===== config.mk =====
export PLATFORM = sky130hd
export DESIGN_NAME = output_filter_select_regs
export DESIGN_NICKNAME = d
export VERILOG_FILES = /design/src/filter_sel_pkg.sv /design/src/code_store_if.sv /design/src/code_store.sv /design/src/output_filter_select_regs.sv
export SDC_FILE = /design/constraint.sdc
export NUM_CORES = 1
export LEC_CHECK = 0
export ABC_CLOCK_PERIOD_IN_PS = 1200
export BUFFER_PORTS_ARGS = -buffer_cell sky130_fd_sc_hd__buf_4
export CAP_MARGIN = 20
export CORE_MARGIN = 4
export CORE_UTILIZATION = 47
export CTS_CLUSTER_SIZE = 25
export DETAILED_ROUTE_END_ITERATION = 7
export PLACE_DENSITY_LB_ADDON = 0.2
export SYNTH_ARGS = -nofsm -noshare
export SYNTH_HDL_FRONTEND = slang
export SYNTH_SLANG_ARGS = --single-unit

===== constraint.sdc =====
create_clock -name clk_in -period 1.2 [get_ports clk_in]
set_input_delay 0.06 -clock clk_in [delete_from_list [all_inputs] [get_ports clk_in]]
set_output_delay 0.06 -clock clk_in [all_outputs]
set_load 0.01 [all_outputs]

===== src/filter_sel_pkg.sv =====
// constants for the per-channel output filter resistor select bank
package filter_sel_pkg;
   localparam int NUM_CH = 6;
   localparam int CODE_W = 4;
   localparam int REG_W = 8;
   localparam int ADDR_W = 8;
   localparam int NUM_LEGS = 6;
   // register offsets on the parallel register strobe port
   localparam logic [7:0] OFS_CH0 = 8'h1d;
   localparam logic [7:0] OFS_CH1 = 8'h1e;
   localparam logic [7:0] OFS_CH2 = 8'h1f;
   localparam logic [7:0] OFS_CH3 = 8'h20;
   localparam logic [7:0] OFS_CH4 = 8'h21;
   localparam logic [7:0] OFS_CH5 = 8'h22;
   // field layout and reset values
   localparam int CODE_LSB = 0;
   localparam int CODE_MSB = 3;
   localparam logic [7:0] FILTER_RESET = 8'h00;
   localparam logic [3:0] RSVD_VALUE = 4'h0;
   localparam logic [7:0] UNMAPPED_READ = 8'h00;
   // resistor select codes
   localparam logic [3:0] CODE_60R = 4'h0;
   localparam logic [3:0] CODE_5K6 = 4'h5;
   localparam logic [3:0] CODE_11K2 = 4'h6;
   localparam logic [3:0] CODE_22K2 = 4'h7;
   localparam logic [3:0] CODE_44K4 = 4'h8;
   localparam logic [3:0] CODE_104K = 4'h9;
   // one-hot resistor leg enables, bit 0 is the 60 ohm leg
   localparam logic [5:0] LEG_60R = 6'h01;
   localparam logic [5:0] LEG_5K6 = 6'h02;
   localparam logic [5:0] LEG_11K2 = 6'h04;
   localparam logic [5:0] LEG_22K2 = 6'h08;
   localparam logic [5:0] LEG_44K4 = 6'h10;
   localparam logic [5:0] LEG_104K = 6'h20;
   localparam logic [5:0] LEG_NONE = 6'h00;
endpackage


===== src/code_store_if.sv =====
// carrier between the register front end and the select code store
`timescale 1ns/1ns
interface code_store_if;
   import filter_sel_pkg::*;
   logic wr_en;
   logic [2:0] wr_ch;
   logic [CODE_W-1:0] wr_code;
   logic [2:0] rd_ch;
   logic [CODE_W-1:0] rd_code;
   logic [NUM_CH-1:0][CODE_W-1:0] codes;
   modport store (input wr_en, wr_ch, wr_code, rd_ch,
      output rd_code, codes);
   modport ctrl (output wr_en, wr_ch, wr_code, rd_ch,
      input rd_code, codes);
endinterface


===== src/code_store.sv =====
// storage for the per-channel resistor select codes, registered read
`timescale 1ns/1ns
module code_store
   import filter_sel_pkg::*;
#(
   parameter int CHANNELS = NUM_CH
)
(
   input wire logic clk_in,
   input wire logic rst_n_in,
   code_store_if.store port
);
   logic [NUM_CH-1:0][CODE_W-1:0] codes;
   logic [NUM_CH-1:0][CODE_W-1:0] next_codes;
   logic [CODE_W-1:0] rd_code;
   logic [CODE_W-1:0] next_rd_code;

   // the bank and the address window are built for six channels
   if (CHANNELS != NUM_CH)
   begin : g_chk
      $error("code_store: CHANNELS must equal six");
   end

   // write one channel, capture the read word from the old contents
   always_comb
   begin
      next_codes = codes;
      if (port.wr_en && (int'(port.wr_ch) < NUM_CH))
      begin
         next_codes[port.wr_ch] = port.wr_code;
      end
      next_rd_code = RSVD_VALUE;
      if (int'(port.rd_ch) < NUM_CH)
      begin
         next_rd_code = codes[port.rd_ch];
      end
   end

   // every channel starts at the 60 ohm code
   always_ff @(posedge clk_in or negedge rst_n_in)
   begin
      if (!rst_n_in)
      begin
         codes <= '0;
         rd_code <= '0;
      end
      else
      begin
         codes <= next_codes;
         rd_code <= next_rd_code;
      end
   end

   assign port.codes = codes;
   assign port.rd_code = rd_code;
endmodule


===== src/output_filter_select_regs.sv =====
// register bank selecting each channel's output rc filter resistor
//
// How it works
// - each channel register holds a writable 4-bit resistor code in bits 3:0
// - codes 0, 5, 6 pick 60 ohm, 5.6 k and 11.2 k
// - codes 7, 8, 9 pick 22.2 k, 44.4 k and 104 k
// - bits 7:4 are read-only zero, writes there are dropped
// - channels 1 to 5 sit at 0x1e through 0x22
// - every register resets to 0x00, the 60 ohm leg
// - channel 0 sits at 0x1d and also resets to 0x00
`timescale 1ns/1ns
module output_filter_select_regs
   import filter_sel_pkg::*;
(
   input wire logic clk_in,
   input wire logic rst_n_in,
   input wire logic reg_wr_in,
   input wire logic reg_rd_in,
   input wire logic [filter_sel_pkg::ADDR_W-1:0] reg_addr_in,
   input wire logic [filter_sel_pkg::REG_W-1:0] reg_wdata_in,
   output logic [filter_sel_pkg::REG_W-1:0] reg_rdata_out,
   output logic reg_rvalid_out,
   output logic [3:0] ch0_rc_resistor_code_out,
   output logic [3:0] ch1_rc_resistor_code_out,
   output logic [3:0] ch2_rc_resistor_code_out,
   output logic [3:0] ch3_rc_resistor_code_out,
   output logic [3:0] ch4_rc_resistor_code_out,
   output logic [3:0] ch5_rc_resistor_code_out,
   output logic [filter_sel_pkg::NUM_CH-1:0][5:0] resistor_leg_out,
   output logic [filter_sel_pkg::NUM_CH-1:0] code_undefined_out
);
   import filter_sel_pkg::*;

   ////////////////////////////////////////////////////////////////////////
   // address and code decoding

   // true when the address falls inside the six-register window
   function automatic logic addr_hit(input logic [ADDR_W-1:0] a);
      return (a >= OFS_CH0) && (a <= OFS_CH5);
   endfunction

   // channel index of an address inside the window
   function automatic logic [2:0] addr_to_ch(input logic [ADDR_W-1:0] a);
      logic [ADDR_W-1:0] d;
      d = a - OFS_CH0;
      return d[2:0];
   endfunction

   // one-hot resistor leg for a select code
   function automatic logic [5:0] code_to_leg(input logic [3:0] c);
      logic [5:0] leg;
      case (c)
         CODE_60R: leg = LEG_60R;
         CODE_5K6: leg = LEG_5K6;
         CODE_11K2: leg = LEG_11K2;
         CODE_22K2: leg = LEG_22K2;
         CODE_44K4: leg = LEG_44K4;
         CODE_104K: leg = LEG_104K;
         default: leg = LEG_NONE;
      endcase
      return leg;
   endfunction

   ////////////////////////////////////////////////////////////////////////
   // code store

   code_store_if cs ();

   code_store #(
      .CHANNELS(NUM_CH)
   ) u_store (
      .clk_in(clk_in),
      .rst_n_in(rst_n_in),
      .port(cs.store)
   );

   // only bits 3:0 reach the store, upper write bits are dropped
   assign cs.wr_en = reg_wr_in && addr_hit(reg_addr_in);
   assign cs.wr_ch = addr_to_ch(reg_addr_in);
   assign cs.wr_code = reg_wdata_in[CODE_MSB:CODE_LSB];
   assign cs.rd_ch = addr_to_ch(reg_addr_in);

   ////////////////////////////////////////////////////////////////////////
   // read pipeline and analog select outputs

   logic rd_pend;
   logic rd_hit;
   logic [REG_W-1:0] rdata;
   logic rvalid;
   logic [NUM_CH-1:0][3:0] code_q;
   logic [NUM_CH-1:0][5:0] leg_q;
   logic [NUM_CH-1:0] undef_q;
   logic next_rd_pend;
   logic next_rd_hit;
   logic [REG_W-1:0] next_rdata;
   logic next_rvalid;
   logic [NUM_CH-1:0][3:0] next_code_q;
   logic [NUM_CH-1:0][5:0] next_leg_q;
   logic [NUM_CH-1:0] next_undef_q;

   // read answers two edges after the request, upper nibble zero
   always_comb
   begin
      next_rd_pend = reg_rd_in;
      next_rd_hit = reg_rd_in && addr_hit(reg_addr_in);
      next_rvalid = rd_pend;
      next_rdata = rdata;
      if (rd_pend)
      begin
         next_rdata = rd_hit ? {RSVD_VALUE, cs.rd_code}
                             : UNMAPPED_READ;
      end
      for (int c = 0; c < NUM_CH; c++)
      begin
         next_code_q[c] = cs.codes[c];
         next_leg_q[c] = code_to_leg(cs.codes[c]);
         next_undef_q[c] = (code_to_leg(cs.codes[c]) == LEG_NONE);
      end
   end

   // reset selects the 60 ohm leg on every channel
   always_ff @(posedge clk_in or negedge rst_n_in)
   begin
      if (!rst_n_in)
      begin
         rd_pend <= 1'b0;
         rd_hit <= 1'b0;
         rvalid <= 1'b0;
         rdata <= FILTER_RESET;
         code_q <= '0;
         leg_q <= {NUM_CH{LEG_60R}};
         undef_q <= '0;
      end
      else
      begin
         rd_pend <= next_rd_pend;
         rd_hit <= next_rd_hit;
         rvalid <= next_rvalid;
         rdata <= next_rdata;
         code_q <= next_code_q;
         leg_q <= next_leg_q;
         undef_q <= next_undef_q;
      end
   end

   // ports straight from the flops
   assign reg_rdata_out = rdata;
   assign reg_rvalid_out = rvalid;
   assign ch0_rc_resistor_code_out = code_q[0];
   assign ch1_rc_resistor_code_out = code_q[1];
   assign ch2_rc_resistor_code_out = code_q[2];
   assign ch3_rc_resistor_code_out = code_q[3];
   assign ch4_rc_resistor_code_out = code_q[4];
   assign ch5_rc_resistor_code_out = code_q[5];
   assign resistor_leg_out = leg_q;
   assign code_undefined_out = undef_q;
endmodule


==> Implementation_results.wiki, run 1 <==
{| class="wikitable"
! Metric !! Value
|-
| Via count of the first global-routing pass || 2532
|-
| Number of vias per cell || 4.886
|-
| Fraction of final layout cells with drive strength greater than 1 || 44.00%
|-
| Final Hold Vio Count || 0
|-
| Post-detailed-routing wire length || 7.494 mm
|-
| Area share of the largest cell type after synthesis || 63.04%
|-
| Dominant delay contributor by cell family on the critical path || buffers and inverters
|-
| Worst Path Arrival || 1490 ps
|-
| Areal power density over the cells || 1385 nW/um^2
|-
| Die width || 97.58 um
|-
| Post-detail-place hpwl || 5.249 mm
|-
| Delay of the slowest cell on the worst path || 340 ps
|-
| RePlAce Congestion || 0.8366
|-
| Inserted Diodes || 0
|-
| Post-layout net count || 418
|-
| Die area || 9521 um^2
|-
| Endpoints failing setup || 14
|-
| Critical path class || in -> reg
|-
| Clock tree buffer depth || 2
|-
| Count of nets left with antenna violations after detail routing || 0
|-
| Synthesized instance count || 278
|-
| Vertical die dimension || 97.58 um
|-
| Worst Setup End Kind || flop
|-
| Num CTS Buffers || 9
|-
| Setup TNS || -346.8 ps
|-
| Total core area || 7767 um^2
|-
| Synthesized cell area || 3771 um^2
|-
| Achievable frequency || 798.4 MHz
|-
| Worst setup SP type || input port
|-
| Share of synthesized area spent on multiplexers || 8.892%
|-
| DR pass1 iterations || 4
|-
| H-tree levels || 3
|-
| Top FF cell, synth || sky130_fd_sc_hd__dfrtp_1
|-
| Clock slew seen by the registers of the worst setup and hold paths || 90 ps
|-
| Cells taking the most area after synthesis || sky130_fd_sc_hd__dfrtp_1, sky130_fd_sc_hd__mux2_2, sky130_fd_sc_hd__dfstp_2
|-
| Pin count of the biggest net entering global routing || 60
|-
| Fraction of the mapped netlist area in adder cells || 0.9954%
|-
| Root buffer selected by CTS || sky130_fd_sc_hd__clkbuf_8
|-
| Row cnt || 32
|-
| Sequential-to-total area share from yosys stat || 67.22%
|-
| Synthesized area per cell || 13.57 um^2
|-
| Clock Latency Late Sink || 350 ps
|-
| FILL cells || 627
|-
| Unrepaired setup endpoints after global routing || yes
|-
| Tcrit/Tclk final || 104.4%
|-
| Drt drc || 0
|-
| Most repeated cell in the gate-level netlist after synthesis || sky130_fd_sc_hd__dfrtp_1
|-
| Number of violations of the max-capacitance limit || 0
|-
| Proportion of synthesized flip-flops having asynchronous set or reset || 100.0%
|-
| Class of the worst hold path || in -> reg
|-
| List of most frequent post-synthesis cells || sky130_fd_sc_hd__dfrtp_1, sky130_fd_sc_hd__mux2_2, sky130_fd_sc_hd__nor2_1
|-
| Remaining global-route overflow || 0
|-
| Fraction of synthesized cell area in xor and xnor cells || 0.4645%
|-
| Slowest-stage cell, CP || sky130_fd_sc_hd__mux2_2
|-
| Yosys reg bits || 101
|-
| Cell type with the highest aggregate area in the netlist || sky130_fd_sc_hd__dfrtp_1
|-
| Worst path cell trace || buf_8 -> clkinvlp_4 -> ha_4 -> inv_2 -> o21ai_2 -> o21ai_2 -> buf_4 -> nand4_1 -> mux2_2
|-
| Starting density of the core || 48.55%
|-
| Worst Slack Setup Final || -52.49 ps
|-
| Post-synth EDFFs || 0
|-
| Count of input and output buffers || 86
|-
| Post-layout utilization of the core || 65.50%
|-
| Count of synthesis-stage warnings from yosys || 0
|-
| Leakage power || 0.002560 uW
|-
| Maximum vdd drop || 0.7653 mV
|-
| # IOs || 95
|-
| Fraction of the mapped netlist area in compound gates || 4.745%
|-
| Antenna violations before repair || 0
|-
| Count of buffer and inverter cells on the critical path || 4
|-
| Count of final max-slew check failures || 0
|-
| Slew headroom || 65.69%
|-
| Clock tree from TritonCTS || yes
|-
| CP Max Fanout || 5
|-
| Number of clock sinks seen by CTS || 101
|-
| Slew at the pin closest to its max-slew limit || 514.7 ps
|-
| Violation count after the first detailed-route iteration || 139
|-
| Area grow syn2layout || 34.90%
|-
| Clock tree skew after final layout || 10.59 ps
|-
| Global routing usage summed across all routing layers || 16.72%
|-
| Simple-Gate Fraction of Synth Area || 14.60%
|-
| Max reg flops || 36
|-
| Distinct cells, synth || 37
|-
| Via total after detailed routing || 2453
|-
| Violated checks || negative setup slack
|-
| Cell mode on critical path || sky130_fd_sc_hd__o21ai_2
|-
| Combinational family with the most area after synthesis || simple AND/OR/NAND/NOR gates
|-
| Worst path required time || 1440 ps
|-
| Status || finished with violations
|-
| Detailed-route wire length per cell || 14.93 um
|-
| Shortest period the worst path allows || 1252 ps
|-
| First-pass GRT wire length || 12.80 mm
|}
-- per-stage QoR --
stage / std cells / hold slack (ps) / total power, uW / worst slack [ps] / cell area (um^2)
after floorplan: 281 / -235.6 / 4082 / -252.9 / 3852
after global placement: 478 / 72.81 / 4500 / -407.9 / 4737
after detailed placement: 478 / 76.42 / 4516 / -424.9 / 4737
after CTS: 501 / 3.394 / 7126 / -15.80 / 5069
after global routing: 502 / 1.548 / 7390 / -96.82 / 5087
final: 502 / 20.24 / 7044 / -52.49 / 5087
-- routing by layer --
layer / GRT usage, % / up-vias / share of wire, %
met2: 24.30 / 73 / 45
met4: 4.366 / 0 / 1.0
met1: 23.71 / 1182 / 47
met5: 0 / - / 0
met3: 6.389 / 8 / 7.4
li1: - / 1190 / -
-- worst paths after layout --
| kind | from | cells after the start | slack (ps) | end |
|---|---|---|---|---|
| setup / recovery | reg_addr_in[0] | 9 | -50 | u_store.port.codes[23] |
| min in group asynchronous | rst_n_in | 3 | 230 | resistor_leg_out[35] |
| hold reg to reg | u_store.port.rd_code[3] | 2 | 490 | reg_rdata_out[3] |
| hold / removal | reg_wdata_in[2] | 2 | 20 | u_store.port.codes[10] |
| setup reg to reg | u_store.port.codes[22] | 3 | 70 | u_store.port.rd_code[2] |
| max in group asynchronous | rst_n_in | 3 | 490 | resistor_leg_out[24] |
-- report_power, final --
group          leakage (uW)  internal (uW)  total (uW)  switching [uW]
logic               0.00106            397         780             383
registers           0.00137           3580        3680             101
clock network      0.000127           1460        2580            1120
total               0.00256           5440        7040            1610
-- placed cells by master (no fill, tap or decap), types with 2 or more instances in the layout --
| master | synthesis | layout |
|---|---|---|
| sky130_fd_sc_hd__ha_1 | 3 | 2 |
| sky130_fd_sc_hd__nor3_1 | 6 | 6 |
| sky130_fd_sc_hd__nor4_1 | 6 | 6 |
| sky130_fd_sc_hd__o31ai_1 | 2 | 2 |
| sky130_fd_sc_hd__mux2i_1 | 2 | 2 |
| sky130_fd_sc_hd__nand4_1 | 4 | 4 |
| sky130_fd_sc_hd__nor2_1 | 22 | 22 |
| sky130_fd_sc_hd__inv_6 | 0 | 2 |
| sky130_fd_sc_hd__o21ai_0 | 5 | 4 |
| sky130_fd_sc_hd__conb_1 | 1 | 4 |
| sky130_fd_sc_hd__a21oi_1 | 6 | 6 |
| sky130_fd_sc_hd__inv_2 | 0 | 3 |
| sky130_fd_sc_hd__o32a_1 | 6 | 6 |
| sky130_fd_sc_hd__buf_6 | 0 | 2 |
| sky130_fd_sc_hd__mux2_4 | 0 | 7 |
| sky130_fd_sc_hd__mux4_2 | 2 | 2 |
| sky130_fd_sc_hd__mux2_2 | 24 | 17 |
| sky130_fd_sc_hd__nand2b_1 | 18 | 18 |
| sky130_fd_sc_hd__and4b_1 | 6 | 6 |
| sky130_fd_sc_hd__inv_1 | 8 | 4 |
| sky130_fd_sc_hd__nor2b_1 | 6 | 6 |
| sky130_fd_sc_hd__o21ai_2 | 1 | 2 |
| sky130_fd_sc_hd__buf_4 | 5 | 111 |
| sky130_fd_sc_hd__nand2_1 | 10 | 10 |
| sky130_fd_sc_hd__bufinv_16 | 0 | 3 |
| sky130_fd_sc_hd__nand3_1 | 5 | 5 |
| sky130_fd_sc_hd__a311oi_1 | 2 | 2 |
| sky130_fd_sc_hd__nor3b_1 | 6 | 6 |
| sky130_fd_sc_hd__clkbuf_8 | 0 | 10 |
| sky130_fd_sc_hd__dfstp_2 | 6 | 6 |
| sky130_fd_sc_hd__dfrtp_1 | 95 | 95 |
| sky130_fd_sc_hd__dlygate4sd3_1 | 0 | 4 |
-- cells by family after synthesis --
family                     after synthesis
AOI/OAI and AO/OA                       25
xor gates and xnor gates                 2
and+or+nand+nor                         94
other                                    1
adders and majority gates                3
DFF                                    101
muxes                                   28
buffers and inverters                   24
-- repair_timing --
item                       in CTS  in global routing
setup endpoints to repair      16                 21
hold endpoints to repair      107                  0
pin swaps                       0                  1
resized for setup               4                  3
buffers inserted                3                  1
hold buffers                    4                  0
-- layout make-up --
type / instances / area [um^2] / area share [%]
inverter: 8 / 33.78 / 0.6640
sequential: 101 / 2535 / 49.83
timing repair buffer: 119 / 930.9 / 18.30
clock inverter: 6 / 116.4 / 2.287
multi-input combinational: 156 / 1206 / 23.71
tap: 102 / 127.6 / 2.509
clock buffer: 10 / 137.6 / 2.705
-- worst reg2reg max path, stage by stage, from the launching register on --
cell,delay [ps]
sky130_fd_sc_hd__dfrtp_1,410
sky130_fd_sc_hd__mux4_2,470
sky130_fd_sc_hd__nand2_1,80
sky130_fd_sc_hd__o31ai_1,60
Power figures use the tool's default switching activity.
==> run 2: changes to the inputs <==
--- a/config.mk
+++ b/config.mk
@@ -12,7 +12,10 @@
 export CORE_UTILIZATION = 47
 export CTS_CLUSTER_SIZE = 25
 export DETAILED_ROUTE_END_ITERATION = 7
+export MAX_ROUTING_LAYER = met4
 export PLACE_DENSITY_LB_ADDON = 0.2
+export RECOVER_POWER = 50
 export SYNTH_ARGS = -nofsm -noshare
 export SYNTH_HDL_FRONTEND = slang
+export SYNTH_HIERARCHICAL = 1
 export SYNTH_SLANG_ARGS = --single-unit
==> run 2 against run 1 <==
  * The flow still finishes with violations (negative setup slack)
  * Sequential cell count is the same
  * Worst setup slack worse by 160 ps
  * Worst hold slack got worse by 6.4 ps
  * Power is 7.6% lower
  * Sequential power is essentially flat
  * Utilization down 0.21 points
  * Final area decreased by 0.84%
  * First-iteration DRC count shrank 8.6%
  * Global-route usage rose by 0.45 points
  * Sequential share of layout area rose by 0.42 points
  * Non-clock buffer count down 7
  * Combinational power fell by 3.3%
==> Implementation_results.wiki, run 2 <==
{| class="wikitable"
! Metric !! Value
|-
| Status || finished with violations
|-
| Violated checks || negative setup slack
|-
| Cell type with the highest aggregate area in the netlist || sky130_fd_sc_hd__dfrtp_1
|-
| Max reg flops || 36 (unchanged)
|-
| Worst Slack Setup Final || -212.6 ps (-160.1 ps)
|-
| Worst Reg-to-Reg Cells || 2 (-1)
|-
| DP Cell Count || 464 (-2.9%)
|-
| Clock tree skew after final layout || 6.369 ps (-4.219 ps)
|-
| Remaining global-route overflow || 0 (unchanged)
|-
| Slew headroom || 47.49% (-18 points)
|-
| Setup TNS || -3943 ps (-3596 ps)
|-
| Count of buffer and inverter cells on the critical path || 5 (+1)
|-
| Instance count along the most critical hold path || 2 (unchanged)
|-
| Tcrit/Tclk final || 117.7% (+13 points)
|-
| Pin count of the biggest net entering global routing || 61 (+1.7%)
|-
| Post-detailed-routing wire length || 7.499 mm (about the same)
|-
| Non-filler cells, final || 488 (-2.8%)
|-
| H-tree levels || 3 (unchanged)
|-
| Via total after detailed routing || 2405 (-2.0%)
|-
| Number of clock sinks seen by CTS || 101 (unchanged)
|-
| Antenna violations before repair || 0 (unchanged)
|-
| Part of the total power dissipated in sequential elements || 56.7% (+4.4 points)
|-
| Slew at the pin closest to its max-slew limit || 787.6 ps (+272.9 ps)
|-
| Shortest period the worst path allows || 1413 ps (+160.1 ps)
|-
| Flip-flop and latch area || 2535 um^2 (unchanged)
|-
| Startpoint of the lowest-slack register-to-register path || u_store/port.codes[17]
|-
| Portion of total power attributed to combinational logic || 11.6% (+0.5 points)
|-
| Starting density of the core || 48.56% (about the same)
|-
| Num CTS Buffers || 9 (unchanged)
|-
| Crit path capture || u_store/port.codes[23]
|-
| Switching share of power || 24.05% (+1.2 points)
|-
| List of most frequent post-synthesis cells || sky130_fd_sc_hd__dfrtp_1, sky130_fd_sc_hd__mux2_2, sky130_fd_sc_hd__nand2b_1
|-
| Distinct cells, synth || 29 (-22%)
|-
| Maximum vdd drop || 0.5696 mV (-26%)
|-
| Top FF cell, synth || sky130_fd_sc_hd__dfrtp_1
|-
| Most repeated cell in the gate-level netlist after synthesis || sky130_fd_sc_hd__dfrtp_1
|-
| Count of synthesis-stage warnings from yosys || 6 (+6)
|-
| Net Sw Power || 1566 uW (-2.5%)
|-
| Endpoints failing setup || 24 (+10)
|-
| Worst path cell trace || buf_4 -> inv_4 -> ha_2 -> nand2b_4 -> nand3_4 -> a21boi_4 -> buf_4 -> buf_4 -> nand4b_1 -> buf_6 -> mux2_4
|-
| Class of the worst hold path || in -> reg
|-
| # IOs || 95 (unchanged)
|-
| Number of vias per cell || 4.928 (+0.86%)
|-
| Total number of cells along the worst setup path || 11 (+2)
|-
| Via count of the first global-routing pass || 2444 (-3.5%)
|-
| Worst setup SP type || input port
|-
| Violation count after the first detailed-route iteration || 127 (-8.6%)
|-
| Die area || 9477 um^2 (-0.46%)
|-
| Root buffer selected by CTS || sky130_fd_sc_hd__clkbuf_8
|-
| Area grow syn2layout || 34.44%
|-
| Worst Path Arrival || 1650 ps (+160 ps)
|-
| Count of final max-slew check failures || 0 (unchanged)
|-
| Reg-to-reg slack, setup || 100 ps (+30 ps)
|-
| Sequential-to-total area share from yosys stat || 67.56% (+0.34 points)
|-
| Post-layout utilization of the core || 65.29% (-0.21 points)
|-
| Leakage power || 0.002516 uW (-1.7%)
|-
| Post-place setup slack || -587.2 ps (-162.3 ps)
|-
| Proportion of synthesized flip-flops having asynchronous set or reset || 100.0% (unchanged)
|-
| Commonest non-fill, non-tap cells in the layout || sky130_fd_sc_hd__dfrtp_1, sky130_fd_sc_hd__buf_4, sky130_fd_sc_hd__nand2b_1, sky130_fd_sc_hd__nor2_1, sky130_fd_sc_hd__mux2_4
|-
| RePlAce Congestion || 0.7381 (-12%)
|-
| Clock Latency Late Sink || 350 ps (about the same)
|-
| Die width || 97.35 um (-0.23%)
|-
| Count of nets left with antenna violations after detail routing || 0 (unchanged)
|-
| Worst path required time || 1440 ps (about the same)
|-
| Part of the power in the clock network || 31.8% (-4.9 points)
|-
| Number of violations of the max-capacitance limit || 0 (unchanged)
|-
| Worst Setup End Kind || flop
|-
| Area share of the largest cell type after synthesis || 63.35% (+0.32 points)
|-
| Critical path class || in -> reg
|-
| Drt drc || 0 (unchanged)
|-
| Cell mode on critical path || sky130_fd_sc_hd__buf_4
|-
| FILL cells || 591 (-5.7%)
|-
| Achievable frequency || 707.9 MHz (-11%)
|-
| Reg-to-Reg End || code_undefined_out[4]
|-
| Post-layout net count || 404 (-3.3%)
|-
| Total core area || 7727 um^2 (-0.52%)
|-
| Inserted Diodes || 0 (unchanged)
|-
| Synthesized cell area || 3752 um^2 (-0.50%)
|-
| Slowest-stage cell, CP || sky130_fd_sc_hd__mux2_4
|-
| Clock slew seen by the registers of the worst setup and hold paths || 90 ps (about the same)
|-
| Delay of the slowest cell on the worst path || 290 ps (-50 ps)
|-
| Areal power density over the cells || 1291 nW/um^2 (-6.8%)
|-
| Cells taking the most area after synthesis || sky130_fd_sc_hd__dfrtp_1, sky130_fd_sc_hd__mux2_2, sky130_fd_sc_hd__dfstp_2
|-
| Dominant delay contributor by cell family on the critical path || buffers and inverters
|-
| Synthesized instance count || 261 (-6.1%)
|-
| Post-synth EDFFs || 0 (unchanged)
|-
| Global routing usage summed across all routing layers || 17.17% (+0.45 points)
|-
| Fraction of final layout cells with drive strength greater than 1 || 42.23% (-1.8 points)
|-
| Worst setup path startpoint || reg_addr_in[1]
|-
| Unrepaired setup endpoints after global routing || yes
|-
| Total internal power || 4945 uW (-9.1%)
|-
| Row cnt || 32 (unchanged)
|-
| Count of input and output buffers || 86 (unchanged)
|-
| Clock tree buffer depth || 2 (unchanged)
|-
| Post-detail-place hpwl || 5.226 mm (-0.44%)
|-
| Synthesized area per cell || 14.38 um^2 (+6.0%)
|-
| Detailed-route wire length per cell || 15.37 um (+2.9%)
|-
| Vertical die dimension || 97.35 um (-0.23%)
|-
| Clock tree from TritonCTS || yes
|-
| Yosys reg bits || 101 (unchanged)
|-
| DR pass1 iterations || 4 (unchanged)
|-
| Area of the multi-input gates || 1311 um^2 (+8.7%)
|-
| First-pass GRT wire length || 12.72 mm (-0.65%)
|-
| Final Hold Vio Count || 0 (unchanged)
|-
| CP Max Fanout || 4 (-1)
|}
run 2: cell count changes in the layout (fill, tap and decap cells not counted), sizes merged, moves of 4 or more:
cell | previous run | this run
buf | 115 | 100
clkbuf | 10 | 21
mux2i | 2 | 12
nand2 | 10 | 1
a21oi | 6 | 0
nand2b | 18 | 22
nand4 | 4 | 0
o32a | 6 | 10
run 2: area by class of cell:
class / count / area share (%)
clock buffers: 11 / 2.604
well taps: 102 / 2.530
repair buffers: 112 / 16.79
inverters: 7 / 0.6448
flip-flops and latches: 101 / 50.25
multi-input cells: 150 / 25.99
clock inverters: 5 / 1.190
run 2: routing by layer:
metal	vias to the layer above	global-route usage, %	part of all wire, %
met3	7	3.733	4.2
met4	0	6.283	0.72
met2	62	24.84	48
met5	-	-	0
li1	1160	-	-
met1	1176	24.12	47
run 2: how the worst min path moves through the flow:
stage | from | end | slack, ps
3_3_place_gp | rst_n_in | resistor_leg_out[31] | 80
4_1_cts | reg_wdata_in[1] | u_store/port.codes[17] | 0.5
3_5_place_dp | rst_n_in | resistor_leg_out[31] | 80
6_report | reg_wdata_in[3] | u_store/port.codes[15] | 10
5_1_grt | reg_wdata_in[3] | u_store/port.codes[15] | 6
2_1_floorplan | rst_n_in | ch0_rc_resistor_code_out[0] | -240
run 2: per-stage QoR:
stage / total power [uW] / hold slack [ps] / cell area [um^2]
after floorplan: 4068 / -235.6 / 3819
after global placement: 4478 / 78.39 / 4713
after detailed placement: 4495 / 80.43 / 4713
after CTS: 6585 / 0.4522 / 5037
after global routing: 6802 / 6.289 / 5045
final: 6511 / 13.82 / 5045
run 2: cells by family after synthesis:
kind of cell	synth area share (%)
DFF	67.56
and+or+nand+nor	14.64
muxes	10.40
AOI/OAI and AO/OA	4.335
buffers and inverters	1.734
adders and majority gates	1.000
other	0.09994
xor gates and xnor gates	0.2335
run 2: power by group through the flow:
stage | Sequential, uW | Clock, uW | Combinational (uW)
floorplan | 3800 | 0 | 265
finish | 3690 | 2070 | 754
CTS | 3690 | 2120 | 769
global placement | 3750 | 0 | 726
detailed placement | 3760 | 0 | 738
global route | 3710 | 2260 | 826
run 2: timing repair:
item / 4_1_cts / 5_1_grt
pin swaps: 6 / 5
hold buffers: 2 / 0
setup buffers: 5 / 1
gates resized for setup: 19 / 9
hold endpoints to repair: 101 / 0
endpoints found under the setup margin: 24 / 24
==> run 3: changes to the inputs <==
==> constraint.sdc (replaced) <==
create_clock -name clk_in -period 1.2 [get_ports clk_in]
set_input_delay 0.36 -clock clk_in [delete_from_list [all_inputs] [get_ports clk_in]]
set_output_delay 0.36 -clock clk_in [all_outputs]
set_load 0.01 [all_outputs]
==> run 3 against run 2 <==
  * The flow still finishes with violations (negative setup slack)
  * Power increased by 0.30%
  * Global-route usage is 0.73 points higher
  * Final area grew 6.2%
  * Routed wire length increased by 2.9%
  * Critical path depth shrank 3
  * Clock power is 5% lower
  * Combinational power rose by 13%
  * Sequential cell count did not move
  * Non-clock buffer count is 2 higher
  * Worst setup slack lost 260 ps
  * Cell count is 0.41% higher
==> Implementation_results.wiki, run 3 (synthesis results as in run 2) <==
{| class="wikitable"
! Metric !! Value
|-
| Post-place setup slack || -874.2 ps (-287.1 ps)
|-
| Antenna violations before repair || 0 (unchanged)
|-
| Die width || 97.35 um (unchanged)
|-
| Critical path class || in -> reg
|-
| Worst Slack Setup Final || -475.5 ps (-262.9 ps)
|-
| Via total after detailed routing || 2431 (+1.1%)
|-
| Most frequent standard cell in the layout excluding fill and tap cells || sky130_fd_sc_hd__dfrtp_1
|-
| Tcrit/Tclk final || 139.6% (+22 points)
|-
| Total core area || 7727 um^2 (unchanged)
|-
| DR pass1 iterations || 4 (unchanged)
|-
| Count of nets left with antenna violations after detail routing || 0 (unchanged)
|-
| Achievable frequency || 596.9 MHz (-16%)
|-
| Clock slew seen by the registers of the worst setup and hold paths || 100 ps (about the same)
|-
| Startpoint of the lowest-slack register-to-register path || u_store/port.codes[19]
|-
| Worst setup path startpoint || reg_addr_in[3]
|-
| Via count of the first global-routing pass || 2426 (-0.74%)
|-
| Count of final max-slew check failures || 0 (unchanged)
|-
| First-pass GRT wire length || 13.11 mm (+3.1%)
|-
| Commonest non-fill, non-tap cells in the layout || sky130_fd_sc_hd__dfrtp_1, sky130_fd_sc_hd__buf_6, sky130_fd_sc_hd__nand2b_1, sky130_fd_sc_hd__nor2_1, sky130_fd_sc_hd__buf_4
|-
| Areal power density over the cells || 1219 nW/um^2 (-5.5%)
|-
| Final Hold Vio Count || 0 (unchanged)
|-
| CP Max Fanout || 3 (-1)
|-
| Detailed-route wire length per cell || 15.75 um (+2.5%)
|-
| Clock Latency Late Sink || 350 ps (about the same)
|-
| Clock tree buffer depth || 2 (unchanged)
|-
| Fraction of final layout cells with drive strength greater than 1 || 42.78% (+0.56 points)
|-
| Leakage power || 0.002584 uW (+2.7%)
|-
| Drt drc || 0 (unchanged)
|-
| Starting density of the core || 48.56% (unchanged)
|-
| Count of input and output buffers || 86 (unchanged)
|-
| Number of clock sinks seen by CTS || 101 (unchanged)
|-
| Remaining global-route overflow || 0 (unchanged)
|-
| Worst path required time || 1440 ps (about the same)
|-
| FILL cells || 556 (-5.9%)
|-
| Status || finished with violations
|-
| Root buffer selected by CTS || sky130_fd_sc_hd__clkbuf_8
|-
| Clock tree skew after final layout || 11.15 ps (+4.779 ps)
|-
| Class of the worst hold path || in -> reg
|-
| Post-detailed-routing wire length || 7.717 mm (+2.9%)
|-
| RePlAce Congestion || 0.7278 (-1.4%)
|-
| Inserted Diodes || 0 (unchanged)
|-
| Number of vias per cell || 4.961 (+0.67%)
|-
| Endpoints failing setup || 98 (+310%)
|-
| Vertical die dimension || 97.35 um (unchanged)
|-
| Area grow syn2layout || 42.75%
|-
| H-tree levels || 3 (unchanged)
|-
| Die area || 9477 um^2 (unchanged)
|-
| Setup TNS || -12350 ps (-8405 ps)
|-
| Violated checks || negative setup slack
|-
| Num CTS Buffers || 9 (unchanged)
|-
| Worst Path Arrival || 1920 ps (+270 ps)
|-
| HP Start || reg_rd_in
|-
| Unrepaired setup endpoints after global routing || yes
|-
| Post-layout net count || 406 (+0.50%)
|-
| Pin count of the biggest net entering global routing || 61 (unchanged)
|-
| Row cnt || 32 (unchanged)
|-
| Clock tree from TritonCTS || yes
|-
| Global routing usage summed across all routing layers || 17.90% (+0.73 points)
|-
| Number of violations of the max-capacitance limit || 0 (unchanged)
|-
| Worst setup SP type || input port
|-
| Max reg flops || 36 (unchanged)
|-
| Slew at the pin closest to its max-slew limit || 531.5 ps (-256.1 ps)
|-
| Maximum vdd drop || 0.7347 mV (+29%)
|-
| # IOs || 95 (unchanged)
|-
| Violation count after the first detailed-route iteration || 84 (-34%)
|-
| Post-detail-place hpwl || 5.260 mm (+0.65%)
|-
| Shortest period the worst path allows || 1675 ps (+262.9 ps)
|-
| Slew headroom || 64.56% (+17 points)
|-
| Worst Setup End Kind || flop
|}
[run 3: critical path: stages]
cell                       delay (ps)
sky130_fd_sc_hd__buf_6            100
sky130_fd_sc_hd__nor4b_4          250
sky130_fd_sc_hd__o211ai_1         190
sky130_fd_sc_hd__a21boi_4         240
sky130_fd_sc_hd__nand2b_4         110
sky130_fd_sc_hd__nor3b_4          220
sky130_fd_sc_hd__buf_6            150
sky130_fd_sc_hd__mux2_4           300
[run 3: what timing repair did]
action,4_1_cts,5_1_grt
cloned,1,0
hold buffers,1,0
endpoints found under the setup margin,99,99
endpoints found under the hold margin,39,0
pin swaps,6,4
buffers inserted,7,1
gates resized for setup,107,4
[run 3: path summary, 6_finish.rpt]
check,end,depth (start not counted),slack (ps)
min in group asynchronous,resistor_leg_out[31],3,650
max reg2reg,u_store/port.rd_code[3],3,110
max in group asynchronous,resistor_leg_out[24],3,140
min reg2reg,reg_rdata_out[3],2,490
min,next_rvalid,1,140
max,u_store/port.codes[17],8,-480
[run 3: area by class of cell]
type	instances	area, um^2	area share (%)
Clock buffer	9	123.9	2.313
Clock inverter	7	58.81	1.098
Sequential cell	101	2535	47.33
Inverter	7	35.03	0.6541
Timing Repair Buffer	114	1166	21.77
Tap cell	102	127.6	2.383
Multi-Input combinational cell	150	1310	24.46
[run 3: power by group]
part | internal (uW) | switching, uW | leakage (uW) | total (uW)
logic | 481 | 372 | 0.00112 | 854
clock network | 783 | 1180 | 0.0000917 | 1960
registers | 3580 | 131 | 0.00138 | 3710
total | 4850 | 1680 | 0.00258 | 6530
[run 3: per-layer routing]
metal / wire length, um / track usage [%]
met1: 3535 / 25.19
met2: 3725 / 26.11
met3: 377 / 4.523
met4: 78 / 5.112
met5: 0 / -
[run 3: per-stage QoR]
step                util [%]  std cells  total power [uW]  area (um^2)  hold WS [ps]
global route           69.32        490              6829         5356         102.2
finish                 69.32        490              6530         5356         144.6
CTS                    69.74        489              6620         5389         104.1
detailed placement     61.16        464              4499         4726         354.7
global placement       61.16        464              4484         4726         352.2
floorplan                  -        264              4068         3819         64.41
